**src/include/pllc_pkg.sv**
```systemverilog
// pllc_pkg: register indices, field positions, reset values, lock-detect figures
// and state codes of the synthesizer digital control block.
// assumes a 32-bit word per register, byte address = 4 x register index.
package pllc_pkg;
	// register indices, byte address is four times the index
	localparam logic [2:0] PLLC_IDX_R0 = 3'h0;
	localparam logic [2:0] PLLC_IDX_R1 = 3'h1;
	localparam logic [2:0] PLLC_IDX_R2 = 3'h2;
	localparam logic [2:0] PLLC_IDX_R3 = 3'h3;
	localparam logic [2:0] PLLC_IDX_R4 = 3'h4;
	localparam logic [2:0] PLLC_IDX_R5 = 3'h5;
	localparam logic [2:0] PLLC_IDX_R6 = 3'h6;
	// reset values of the writable registers
	localparam logic [31:0] PLLC_R0_RST = 32'h007d0000;
	localparam logic [31:0] PLLC_R1_RST = 32'h2000fff9;
	localparam logic [31:0] PLLC_R2_RST = 32'h00004042;
	localparam logic [31:0] PLLC_R3_RST = 32'h00000000;
	localparam logic [31:0] PLLC_R4_RST = 32'h00000000;
	localparam logic [31:0] PLLC_R5_RST = 32'h00000000;
	// register 0 fields
	localparam int PLLC_INT_BIT = 31;
	localparam int PLLC_N_LSB = 15;
	localparam int PLLC_FRAC_LSB = 3;
	// register 1 fields
	localparam int PLLC_PHASE_LSB = 15;
	localparam int PLLC_MOD_LSB = 3;
	// register 2 fields
	localparam int PLLC_LOCK_SPEED_BIT = 31;
	localparam int PLLC_TSEL_LSB = 26;
	localparam int PLLC_PUMP_LSB = 9;
	localparam int PLLC_LOCK_MODE_BIT = 8;
	localparam int PLLC_LOCK_PREC_BIT = 7;
	localparam int PLLC_PUMP_HIZ_BIT = 4;
	localparam int PLLC_NHOLD_BIT = 3;
	// register 3 fields
	localparam int PLLC_VCO_LSB = 26;
	localparam int PLLC_AS_OFF_BIT = 25;
	localparam int PLLC_RETUNE_BIT = 24;
	localparam int PLLC_CDM_LSB = 15;
	localparam int PLLC_FLDIV_LSB = 3;
	// register 4 fields
	localparam int PLLC_FB_SEL_BIT = 23;
	localparam int PLLC_OUTA_RATIO_LSB = 20;
	localparam int PLLC_BS_LSB = 12;
	localparam int PLLC_OUTB_SRC_BIT = 9;
	localparam int PLLC_OUTB_ON_BIT = 8;
	localparam int PLLC_OUTA_ON_BIT = 5;
	// register 5 fields
	localparam int PLLC_ZFRAC_BIT = 24;
	localparam int PLLC_LOCK_SRC_LSB = 22;
	localparam int PLLC_TSEL_MSB_BIT = 18;
	// register 6 fields
	localparam int PLLC_ADC_LSB = 20;
	localparam int PLLC_VCO_RD_LSB = 4;
	localparam int PLLC_ST_LOCK_BIT = 31;
	localparam int PLLC_ST_BUSY_BIT = 30;
	localparam int PLLC_ST_FAST_BIT = 29;
	localparam int PLLC_ST_FRAC_BIT = 28;
	// digital lock-detect skew windows in ns and locked-cycle counts
	localparam logic [4:0] PLLC_SKEW_LOCK_WIDE_NS = 5'h0a;
	localparam logic [4:0] PLLC_SKEW_LOCK_FINE_NS = 5'h06;
	localparam logic [4:0] PLLC_SKEW_UNLOCK_NS = 5'h0f;
	localparam logic [4:0] PLLC_SKEW_FAST_NS = 5'h04;
	localparam logic [5:0] PLLC_LOCK_CYC_FRAC = 6'h28;
	localparam logic [5:0] PLLC_LOCK_CYC_INT = 6'h05;
	// autoselect length in state-clock periods and feedback cap
	localparam logic [3:0] PLLC_VAS_PERIODS = 4'ha;
	localparam logic [4:0] PLLC_FB_CAP = 5'h10;
	// clock-divider mode codes, lock source codes, test output codes and maximum pump code
	localparam logic [1:0] PLLC_CDM_FAST = 2'h1;
	localparam logic [1:0] PLLC_CDM_PHASE = 2'h2;
	localparam logic [1:0] PLLC_LSRC_DIG = 2'h1;
	localparam logic [1:0] PLLC_LSRC_ANA = 2'h2;
	localparam logic [3:0] PLLC_TSEL_HIGH = 4'h1;
	localparam logic [3:0] PLLC_TSEL_LOW = 4'h2;
	localparam logic [3:0] PLLC_TSEL_ALOCK = 4'h5;
	localparam logic [3:0] PLLC_TSEL_DLOCK = 4'h6;
	localparam logic [3:0] PLLC_TSEL_READBACK = 4'hc;
	localparam logic [3:0] PLLC_PUMP_MAX = 4'hf;
	// autoselect / fast-lock sequencer states
	typedef enum logic [2:0] {
		PLLC_VAS_IDLE = 3'b001,
		PLLC_VAS_SEARCH = 3'b010,
		PLLC_VAS_FAST = 3'b100
	} pllc_vas_t;
endpackage

```
**src/hw/pllc_ctrl.sv**
```systemverilog
// pllc_ctrl: digital control of a fractional/integer-N synthesizer: divider
// settings, lock detect, autoselect, fast-lock, phase step, test and lock pins.
// assumes a same-clock register port and a phase-detector clock slower than clk/2.
`timescale 1ns/1ps
module pllc_ctrl
	import pllc_pkg::*;
#(
	parameter int ADDR_W = 5
)
(
	input wire logic clk,
	input wire logic resetn,
	input wire logic [ADDR_W-1:0] addr,
	input wire logic [31:0] wdata,
	input wire logic wr_strobe,
	input wire logic rd_strobe,
	output logic [31:0] rdata,
	input wire logic pfd_clk_in,
	input wire logic [4:0] pfd_skew_ns,
	input wire logic [2:0] tune_adc,
	input wire logic analog_lock,
	input wire logic outputs_gate_pin,
	input wire logic readback_load,
	input wire logic readback_shift,
	output logic [15:0] n_value,
	output logic [11:0] frac_value,
	output logic [11:0] mod_value,
	output logic frac_mode,
	output logic [4:0] fb_extra_div,
	output logic n_counter_hold,
	output logic [2:0] out_a_ratio,
	output logic [2:0] out_b_ratio,
	output logic pump_hiz,
	output logic [3:0] pump_current_code,
	output logic test_out_pin,
	output logic test_out_oe,
	output logic lock_indicator,
	output logic lock_indicator_oe,
	output logic fastlock_ground_pin,
	output logic fastlock_ground_oe,
	output logic [5:0] vco_sel,
	output logic autoselect_busy,
	output logic out_a_enable,
	output logic out_b_enable,
	output logic [11:0] phase_offset,
	output logic phase_step
);
	if (ADDR_W < 5)
		$error("ADDR_W must cover seven registers");
	typedef struct packed {
		logic [31:0] r0, r1, r2, r3, r4, r5;
		logic [11:0] mod_act;
		logic [2:0] pfd_s;
		logic [4:0] skew_a, skew_b;
		logic [2:0] adc_a, adc_b;
		logic [1:0] alock_s, gate_s;
		logic [5:0] lk_cnt;
		logic lk;
		logic [7:0] bs_cnt;
		logic [3:0] vas_cnt;
		pllc_vas_t vco_autoselect;
		logic [23:0] fl_cnt;
		logic [5:0] vco;
		logic [31:0] rb;
		logic [31:0] rdata;
		logic [15:0] n_value;
		logic [11:0] frac_value, mod_value, phase;
		logic frac_mode, n_hold, pump_hiz, tpin, toe, ld, ld_oe, fl_oe, busy;
		logic ena, enb, step;
		logic [4:0] fbdiv;
		logic [2:0] ra, rbr;
		logic [3:0] pump;
		logic [5:0] vsel;
	} pllc_state_t;
	pllc_state_t st, next_st;
	logic aligned, pfd_tick, st_tick, wr0, wr2, wr3, wr4;
	logic [ADDR_W-3:0] idx;
	logic [31:0] r6;
	logic [3:0] tsel;
	logic [4:0] thr_lock, thr_unlock;
	logic [5:0] need;
	logic [7:0] bs_div;
	logic [12:0] psum;
	logic [23:0] fl_target;
	logic adc_edge;
	// address decode and pfd edge from the synchronised clock pin
	always_comb
	begin
		aligned = addr[1:0] == 2'h0;
		idx = addr[ADDR_W-1:2];
		wr0 = wr_strobe && aligned && idx == (ADDR_W-2)'(PLLC_IDX_R0);
		wr2 = wr_strobe && aligned && idx == (ADDR_W-2)'(PLLC_IDX_R2);
		wr3 = wr_strobe && aligned && idx == (ADDR_W-2)'(PLLC_IDX_R3);
		wr4 = wr_strobe && aligned && idx == (ADDR_W-2)'(PLLC_IDX_R4);
		pfd_tick = st.pfd_s[1] && !st.pfd_s[2];
		bs_div = (st.r4[PLLC_BS_LSB +: 8] == 8'h00) ? 8'h01 : st.r4[PLLC_BS_LSB +: 8];
		st_tick = pfd_tick && (st.bs_cnt + 8'h01 >= bs_div);
		tsel = {st.r5[PLLC_TSEL_MSB_BIT], st.r2[PLLC_TSEL_LSB +: 3]};
		adc_edge = st.adc_b == 3'b000 || st.adc_b == 3'b111;
		fl_target = st.mod_act * st.r3[PLLC_FLDIV_LSB +: 12];
		psum = {1'b0, st.phase} + {1'b0, st.r1[PLLC_PHASE_LSB +: 12]};
		// lock windows follow speed and precision, locked-cycle count follows lock mode
		if (st.r2[PLLC_LOCK_SPEED_BIT])
		begin
			thr_lock = PLLC_SKEW_FAST_NS;
			thr_unlock = PLLC_SKEW_FAST_NS;
		end
		else
		begin
			thr_lock = st.r2[PLLC_LOCK_PREC_BIT] ? PLLC_SKEW_LOCK_FINE_NS : PLLC_SKEW_LOCK_WIDE_NS;
			thr_unlock = PLLC_SKEW_UNLOCK_NS;
		end
		need = st.r2[PLLC_LOCK_MODE_BIT] ? PLLC_LOCK_CYC_INT : PLLC_LOCK_CYC_FRAC;
		// read-only status word
		r6 = 32'h0;
		r6[PLLC_ADC_LSB +: 3] = st.adc_b;
		r6[PLLC_VCO_RD_LSB +: 6] = st.vsel;
		r6[PLLC_ST_LOCK_BIT] = st.lk;
		r6[PLLC_ST_BUSY_BIT] = st.vco_autoselect == PLLC_VAS_SEARCH;
		r6[PLLC_ST_FAST_BIT] = st.vco_autoselect == PLLC_VAS_FAST;
		r6[PLLC_ST_FRAC_BIT] = st.frac_mode;
	end
	// next state of the whole block
	always_comb
	begin
		next_st = st;
		next_st.step = 1'b0;
		// synchronisers: first stage read only by the second
		next_st.pfd_s = {st.pfd_s[1], st.pfd_s[0], pfd_clk_in};
		next_st.skew_a = pfd_skew_ns;
		next_st.skew_b = st.skew_a;
		next_st.adc_a = tune_adc;
		next_st.adc_b = st.adc_a;
		next_st.alock_s = {st.alock_s[0], analog_lock};
		next_st.gate_s = {st.gate_s[0], outputs_gate_pin};
		// register writes, modulus is double buffered by register 0
		if (wr_strobe && aligned)
		begin
			if (idx == (ADDR_W-2)'(PLLC_IDX_R0))
			begin
				next_st.r0 = wdata;
				next_st.mod_act = st.r1[PLLC_MOD_LSB +: 12];
			end
			else if (idx == (ADDR_W-2)'(PLLC_IDX_R1))
				next_st.r1 = wdata;
			else if (idx == (ADDR_W-2)'(PLLC_IDX_R2))
				next_st.r2 = wdata;
			else if (idx == (ADDR_W-2)'(PLLC_IDX_R3))
				next_st.r3 = wdata;
			else if (idx == (ADDR_W-2)'(PLLC_IDX_R4))
				next_st.r4 = wdata;
			else if (idx == (ADDR_W-2)'(PLLC_IDX_R5))
				next_st.r5 = wdata;
		end
		// read data stands only in the cycle after the strobe
		next_st.rdata = 32'h0;
		if (rd_strobe && aligned)
		begin
			if (idx == (ADDR_W-2)'(PLLC_IDX_R0))
				next_st.rdata = st.r0;
			else if (idx == (ADDR_W-2)'(PLLC_IDX_R1))
				next_st.rdata = st.r1;
			else if (idx == (ADDR_W-2)'(PLLC_IDX_R2))
				next_st.rdata = st.r2;
			else if (idx == (ADDR_W-2)'(PLLC_IDX_R3))
				next_st.rdata = st.r3;
			else if (idx == (ADDR_W-2)'(PLLC_IDX_R4))
				next_st.rdata = st.r4;
			else if (idx == (ADDR_W-2)'(PLLC_IDX_R5))
				next_st.rdata = st.r5;
			else if (idx == (ADDR_W-2)'(PLLC_IDX_R6))
				next_st.rdata = r6;
		end
		// digital lock detect, counted on pfd cycles
		if (wr2)
		begin
			next_st.lk_cnt = 6'h0;
			next_st.lk = 1'b0;
		end
		else if (pfd_tick)
		begin
			if (st.lk)
			begin
				if (st.skew_b > thr_unlock)
					next_st.lk = 1'b0;
				next_st.lk_cnt = 6'h0;
			end
			else if (st.skew_b <= thr_lock)
			begin
				next_st.lk_cnt = st.lk_cnt + 6'h01;
				if (st.lk_cnt + 6'h01 >= need)
					next_st.lk = 1'b1;
			end
			else
				next_st.lk_cnt = 6'h0;
		end
		// state-clock divider for the autoselect machine
		if (wr4 || st_tick)
			next_st.bs_cnt = 8'h0;
		else if (pfd_tick)
			next_st.bs_cnt = st.bs_cnt + 8'h01;
		// autoselect, retune and fast-lock sequencer
		case (st.vco_autoselect)
			PLLC_VAS_IDLE:
			begin
				if ((wr0 || (st.r3[PLLC_RETUNE_BIT] && adc_edge))
					&& !st.r3[PLLC_AS_OFF_BIT])
				begin
					next_st.vco_autoselect = PLLC_VAS_SEARCH;
					next_st.vas_cnt = 4'h0;
					next_st.vco = st.r3[PLLC_VCO_LSB +: 6];
				end
			end
			PLLC_VAS_SEARCH:
			begin
				if (st_tick)
				begin
					next_st.vas_cnt = st.vas_cnt + 4'h1;
					if (st.adc_b == 3'b111)
						next_st.vco = st.vco + 6'h01;
					else if (st.adc_b == 3'b000)
						next_st.vco = st.vco - 6'h01;
					if (st.vas_cnt + 4'h1 >= PLLC_VAS_PERIODS)
					begin
						next_st.fl_cnt = 24'h0;
						next_st.vco_autoselect = (st.r3[PLLC_CDM_LSB +: 2] == PLLC_CDM_FAST)
							? PLLC_VAS_FAST : PLLC_VAS_IDLE;
					end
				end
			end
			PLLC_VAS_FAST:
			begin
				if (wr3)
					next_st.fl_cnt = 24'h0;
				else if (pfd_tick)
				begin
					next_st.fl_cnt = st.fl_cnt + 24'h1;
					if (st.fl_cnt + 24'h1 >= fl_target)
						next_st.vco_autoselect = PLLC_VAS_IDLE;
				end
			end
			default:
				next_st.vco_autoselect = PLLC_VAS_IDLE;
		endcase
		// phase step relative to current phase, once locked
		if (wr3 && wdata[PLLC_CDM_LSB +: 2] == PLLC_CDM_PHASE && st.lk)
		begin
			next_st.phase = (psum >= {1'b0, st.mod_act}) ? 12'(psum - {1'b0, st.mod_act})
				: psum[11:0];
			next_st.step = 1'b1;
		end
		// readback shift register for the serial data output
		if (readback_load)
			next_st.rb = r6;
		else if (readback_shift)
			next_st.rb = {st.rb[30:0], 1'b0};
		// divider settings seen by the analog loop
		next_st.n_value = st.r0[PLLC_N_LSB +: 16];
		next_st.frac_value = st.r0[PLLC_FRAC_LSB +: 12];
		next_st.mod_value = st.mod_act;
		next_st.frac_mode = !st.r0[PLLC_INT_BIT]
			&& !(st.r0[PLLC_FRAC_LSB +: 12] == 12'h0 && st.r5[PLLC_ZFRAC_BIT]);
		next_st.n_hold = st.r2[PLLC_NHOLD_BIT];
		next_st.ra = st.r4[PLLC_OUTA_RATIO_LSB +: 3];
		next_st.rbr = st.r4[PLLC_OUTB_SRC_BIT] ? 3'h0 : st.r4[PLLC_OUTA_RATIO_LSB +: 3];
		if (st.r4[PLLC_FB_SEL_BIT])
			next_st.fbdiv = 5'h01;
		else if (st.r4[PLLC_OUTA_RATIO_LSB + 2])
			next_st.fbdiv = PLLC_FB_CAP;
		else
			next_st.fbdiv = 5'h01 << st.r4[PLLC_OUTA_RATIO_LSB +: 2];
		next_st.pump_hiz = st.r2[PLLC_PUMP_HIZ_BIT];
		next_st.pump = (st.vco_autoselect == PLLC_VAS_FAST) ? PLLC_PUMP_MAX : st.r2[PLLC_PUMP_LSB +: 4];
		next_st.fl_oe = st.vco_autoselect == PLLC_VAS_FAST;
		next_st.busy = st.vco_autoselect == PLLC_VAS_SEARCH;
		next_st.vsel = st.r3[PLLC_AS_OFF_BIT] ? st.r3[PLLC_VCO_LSB +: 6] : st.vco;
		next_st.ena = st.r4[PLLC_OUTA_ON_BIT] && st.gate_s[1];
		next_st.enb = st.r4[PLLC_OUTB_ON_BIT] && st.gate_s[1];
		// test output pin selection
		next_st.toe = 1'b1;
		next_st.tpin = 1'b0;
		case (tsel)
			PLLC_TSEL_HIGH: next_st.tpin = 1'b1;
			PLLC_TSEL_LOW: next_st.tpin = 1'b0;
			PLLC_TSEL_ALOCK: next_st.tpin = st.alock_s[1];
			PLLC_TSEL_DLOCK: next_st.tpin = st.lk;
			PLLC_TSEL_READBACK: next_st.tpin = st.rb[31];
			default: next_st.toe = 1'b0;
		endcase
		// lock indicator pin, analog source is open-drain
		next_st.ld = 1'b0;
		next_st.ld_oe = 1'b1;
		if (st.r5[PLLC_LOCK_SRC_LSB +: 2] == PLLC_LSRC_DIG)
			next_st.ld = st.lk;
		else if (st.r5[PLLC_LOCK_SRC_LSB +: 2] == PLLC_LSRC_ANA)
			next_st.ld_oe = !st.alock_s[1];
		else if (st.r5[PLLC_LOCK_SRC_LSB +: 2] == 2'h3)
			next_st.ld = 1'b1;
	end
	// state register
	always_ff @(posedge clk or negedge resetn)
	begin
		if (!resetn)
		begin
			st <= '0;
			st.r0 <= PLLC_R0_RST;
			st.r1 <= PLLC_R1_RST;
			st.r2 <= PLLC_R2_RST;
			st.r3 <= PLLC_R3_RST;
			st.r4 <= PLLC_R4_RST;
			st.r5 <= PLLC_R5_RST;
			st.vco_autoselect <= PLLC_VAS_IDLE;
			st.fbdiv <= 5'h01;
			st.ld_oe <= 1'b1;
		end
		else
			st <= next_st;
	end
	// outputs straight from the state register, fastlock_ground_pin tied low
	assign rdata = st.rdata;
	assign n_value = st.n_value;
	assign frac_value = st.frac_value;
	assign mod_value = st.mod_value;
	assign frac_mode = st.frac_mode;
	assign fb_extra_div = st.fbdiv;
	assign n_counter_hold = st.n_hold;
	assign out_a_ratio = st.ra;
	assign out_b_ratio = st.rbr;
	assign pump_hiz = st.pump_hiz;
	assign pump_current_code = st.pump;
	assign test_out_pin = st.tpin;
	assign test_out_oe = st.toe;
	assign lock_indicator = st.ld;
	assign lock_indicator_oe = st.ld_oe;
	assign fastlock_ground_pin = 1'b0;
	assign fastlock_ground_oe = st.fl_oe;
	assign vco_sel = st.vsel;
	assign autoselect_busy = st.busy;
	assign out_a_enable = st.ena;
	assign out_b_enable = st.enb;
	assign phase_offset = st.phase;
	assign phase_step = st.step;
endmodule

```
**config.mk**
```make
export PLATFORM = sky130hd
export DESIGN_NAME = pllc_ctrl
export DESIGN_NICKNAME = d
export VERILOG_FILES = /design/src/include/pllc_pkg.sv /design/src/hw/pllc_ctrl.sv
export SDC_FILE = /design/constraint.sdc
export NUM_CORES = 1
export LEC_CHECK = 0
export CELL_PAD_IN_SITES_DETAIL_PLACEMENT = 0
export CELL_PAD_IN_SITES_GLOBAL_PLACEMENT = 1
export CORE_MARGIN = 2
export CORE_UTILIZATION = 49
export CTS_BUF_LIST = sky130_fd_sc_hd__clkbuf_2
export DETAILED_ROUTE_END_ITERATION = 8
export DONT_BUFFER_PORTS = 1
export MAX_ROUTING_LAYER = met4
export PLACE_DENSITY_LB_ADDON = 0.1
export SLEW_MARGIN = 20
export SYNTH_ARGS = -nofsm -noshare
export SYNTH_HDL_FRONTEND = slang
export SYNTH_SLANG_ARGS = --single-unit
```
**constraint.sdc**
```tcl
create_clock -name clk -period 9.2 [get_ports clk]
set_clock_uncertainty 0.1 [all_clocks]
set_input_delay 0 -clock clk [delete_from_list [all_inputs] [get_ports clk]]
set_output_delay 0 -clock clk [all_outputs]
set_load 0.01 [all_outputs]
```
Yosys cells after proc, flatten, opt, wreduce, memory -nomap -nowiden --
Cells that the tools add are included.
Word-level totals: bits in registers 428, bits of input ports 54, output and inout bits 118, word-level logic and storage cells 192
Operators by class: $add $sub $neg 8, $mul 1, $lt $le $gt $ge 7, equality and inequality tests 28, shift operators 1, mux-type cells 53, bitwise operators 5, reductions and logical operators 45
Operators with widths (number):
- two-way mux 32 bit | 10
- two-way mux 27 bit | 2
- one-hot mux 24 bit (2 select lines) | 1
- two-way mux 37 bit | 1
- two-way mux 6 bit | 6
- two-way mux 7 bit | 4
- adder 24 x 1 -> 24 bit (second input constant) | 1
- >= comparator 24 bit | 1
- multiplier 12 x 12 -> 24 bit | 1
- two-way mux 24 bit | 1
- two-way mux 8 bit | 3
- logical AND 1 bit | 16
- two-way mux 4 bit | 4
- == test 3 bit (second input constant) | 5
- adder 12 x 12 -> 13 bit | 1
- >= comparator 13 x 12 -> 1 bit | 1
- adder 6 x 1 -> 6 bit (second input constant) | 2
- zero test 12 bit | 1
- two-way mux 12 bit | 1
- two-way mux 3 bit | 4
- one-hot mux 6 bit (2 select lines) | 1
- AND reduction 4 bit | 3
- AND reduction 6 bit | 2
- subtractor 12 bit | 1
- 37 further kinds | 75

Depth between registers and ports, before layout --
depth in word-level cells 9, mapped depth 29

Worst setup path before layout --
No wires, ideal clock.
kind reg2reg, start register st, in the netlist next_st[48], end register st[179] in the netlist's numbering, setup time 63 ps, arrival 6767 ps, path slack 2271 ps, stages on the path, launching flop included 27, buffers on the path 2, clock period less this slack 6929 ps, path through dfrtp_1 > clkbuf_1 > and2_1 > fa_1 > inv_1 > fa_1 > inv_1 > fa_1 > fa_1 > inv_1 > fa_1 > inv_1 > ha_1 > clkbuf_1 > a21o_1 > a221o_1 > nor3_1 > a21oi_1 > a2111oi_0 > o21ai_0 > xnor2_1 > ha_1 > nand4_1 > nor2_1 > or4b_2 > o31ai_1 > a41o_1
Between the ends: longest elaborated chain between the ends 4
Ends and longest elaborated chain:
- start, declared | RTL line pllc_ctrl.sv:75 | pllc_state_t st, next_st;
- start signal, assigned | RTL line pllc_ctrl.sv:317 | st <= next_st;
- multiplier 12 x 12 -> 24 bit | RTL line pllc_ctrl.sv:100 | fl_target = st.mod_act * st.r3[PLLC_FLDIV_LSB +: 12];
- >= comparator 24 bit | RTL line pllc_ctrl.sv:238 | if (st.fl_cnt + 24'h1 >= fl_target)
- inequality test 2 x 1 -> 1 bit (no source line)
- AND reduction 6 bit (no source line)
No other way between the ends. A chain may end at the register's enable or synchronous reset.

Worst setup path in the final report --
start register st, in the netlist next_st[45], end register st[179] in the netlist's numbering
The elaborated chain is that of the path after synthesis.

==> results.txt <==
Critical Path RT: 10070 ps
Post-synth top flop: dfrtp_1
First-pass DRT Iterations: 5
Reg clk slew, reported paths: 120 ps
global-route wire length before repair: 107000 µm
Hold WC Path Type: in2async
clock buffer count from CTS: 110
post-synthesis sequential area ratio: 0.423
Post-synth EDFFs: 0
Placer Congestion: 0.860
crit end category: flop
vias in the first global route: 18400
post-synthesis to final-layout area growth: 11.4%
Async SR Flop Fraction: 1.00
synth top area cells: dfrtp_1 (39%), mux2_2 (8.5%), fa_1 (8.2%)
final net count: 2742
number of distinct library cells after synthesis: 76
vias: 17600
cells along the critical path: nand2_1 > fa_1 > fa_1 > inv_1 > fa_1 > fa_1 > inv_1 > fa_1 > inv_1 > ha_1 > a21o_1 > a221o_1 > nor3_1 > a21oi_1 > a2111oi_0 > o21ai_0 > xnor2_1 > ha_1 > nand4_1 > nor2_1 > or4b_2 > o31ai_1 > a41o_1
htree depth: 3
synthesized instance count: 2335
pin slew with the least headroom to its limit: 1850 ps
# rows: 83
via density per instance: 5.46
Mapped Area: 25200 µm²
drt total wl: 67100 µm
IO Port Bufs: 0
# Max-Cap Violations: 0
clock latency on the worst-skew pair: 1130 ps
min Tclk post-route: 7750 ps
CP max stage cell: dfrtp_1
Synth Register Bits: 424
pin count of the biggest net entering global routing: 425
Core ar.: 51100 µm²
worst vdd ir: 0.000154 V
post-place setup slack: 1480 ps
CP startpoint kind: flop
Post-CTS Setup Bufs: 0
initial antenna violation count: 2
drt drc: 0
Max Slew Vio Count: 218
leakage power: 0.0138 µW
Critical Path AT: 8630 ps
post-synthesis average cell area: 10.8 µm²
CP max stage delay: 710 ps
Max Root-Sink Buffers: 3
Top delay family on crit path: adder cells
area leader, netlist: dfrtp_1
initial drt markers: 1040
Die H: 231 µm
Period Utilization, post-route: 0.843
# hold bufs at CTS: 198
CTS Sinks: 424
hpwl dp: 44300 µm
die width: 231 µm
clock root buffer master: clkbuf_2
Post-CTS Resized: 0
Die ar.: 53200 µm²
Initial Utilization: 0.493
PnR worst setup slack: 1450 ps
setup_tns: 0 ps
Ys Warns: 0
IO Count: 172
DRT antenna net count: 0
syn nets: 2629
Final setup viols: 0
failing checks: hold timing, slew limit
PD cells: 197 nW/µm²
Max-slew headroom: -0.235
GRT Resource Usage Total: 0.268
f_max: 129 MHz
WL/cell: 20.8 µm
Worst Path Buf+Inv: 3
RSZ-0062 raised after global routing: no
outcome: finished, violations left
Final Hold Fails: 424
WS Path Type: reg2reg
crit-path most repeated cell: fa_1
Max FO, Critical Path: 15
Fin Hold WS: -1470 ps
grt total ovfl: 0
top cell type's share of synthesized area: 0.394
layout cells sized above 1: 0.178
TritonCTS clock tree: done
logic make-up (layout without fill, tap and decap cells):
kind of cell,Yosys count,count (layout),share of synthesized area
buffers and inverters,390,597,0.0753
adder cells (fa/ha/maj),240,240,0.150
other,1,3,0.000149
AND/OR/NAND/NOR,580,580,0.107
XOR/XNOR,76,76,0.0264
AO/OA/AOI/OAI,330,330,0.0818
flip-flops,424,424,0.423
multiplexers,294,294,0.137
synth_stat cells (6+ instances only):
library cell	n
nand4_1	8
inv_1	181
buf_1	12
mux4_2	22
nor3b_1	6
nand2_1	268
buf_2	9
nor2_1	116
nor2b_1	11
nand2b_1	14
fa_1	103
and3_1	24
a211oi_1	6
and2_1	65
dfstp_2	27
buf_4	108
nand3_1	27
dfrtp_1	397
xnor2_1	50
o31ai_1	11
a21oi_1	73
clkbuf_1	78
mux2_2	189
o21bai_1	6
a21o_1	33
ha_1	137
mux2i_1	82
a22oi_1	21
xor2_1	26
o21ai_1	26
nor3_1	11
o21ai_0	85
a22o_1	7
a31oi_1	14
layout make-up:
| cell class | count | area [µm²] |
|---|---|---|
| clock inverters | 49 | 264 |
| inverters | 181 | 679 |
| diodes | 2 | 5.00 |
| flip-flops and latches | 424 | 10600 |
| fillers | 4490 | 23000 |
| multi-input cells | 1521 | 12700 |
| repair buffers | 210 | 2170 |
| well taps | 680 | 851 |
| clock buffers | 157 | 786 |
final timing paths:
path                           endpoint  depth (start not counted)  slack, ps         start
max in group asynchronous       st[319]                          0       8960        resetn
min reg2reg                next_st[223]                          0        210  next_st[222]
min                          n_value[0]                          0      -1470        resetn
min in group clk                st[390]                          3        190     wdata[26]
max                             st[179]                         23       1450   next_st[45]
max reg2reg                     st[179]                         23       1450   next_st[45]
sequential cells by signal (all words and copies together) (netlist names), 3 cells and up:
name / flops
n_value: 16
rdata: 32
r6: 4
out_a_ratio: 3
frac_value: 12
pump_current_code: 4
st: 246
next_st: 57
mod_value: 12
out_b_ratio: 3
vco_sel: 6
phase_offset: 12
fb_extra_div: 5
power breakdown:
part	switching [µW]	internal, µW	total [µW]	leakage (µW)
Clock	820	508	1330	0.000781
Combinational	841	793	1630	0.00759
Sequential	389	2190	2580	0.00540
metal layers:
| layer | vias up | global-route usage | routed length, µm |
|---|---|---|---|
| li1 | 8089 | - | - |
| met1 | 8913 | 0.367 | 30900 |
| met2 | 486 | 0.400 | 30500 |
| met3 | 104 | 0.0545 | 3960 |
| met4 | 0 | 0.0903 | 1790 |
| met5 | - | - | 0 |
cells in the final DEF (no fill, tap or decap), drive strengths merged, types with 103 or more instances in the layout:
master / count
o21ai: 111
nor2: 117
nand2: 268
fa: 103
mux2: 190
clkbuf: 157
dfrtp: 397
inv: 184
ha: 137
dlygate4sd3: 190
per-stage QoR:
stage | area [µm²] | total power, µW | util | std cells
2_1_floorplan | 25200 | 3750 | - | 2335
3_3_place_gp | 24900 | 4070 | 0.488 | 2818
3_5_place_dp | 24900 | 4100 | 0.488 | 2818
4_1_cts | 28100 | 5590 | 0.549 | 3222
5_1_grt | 28100 | 5960 | 0.549 | 3224
6_report | 28100 | 5540 | 0.549 | 3224
No activity file was read; power rests on OpenSTA's default activity.
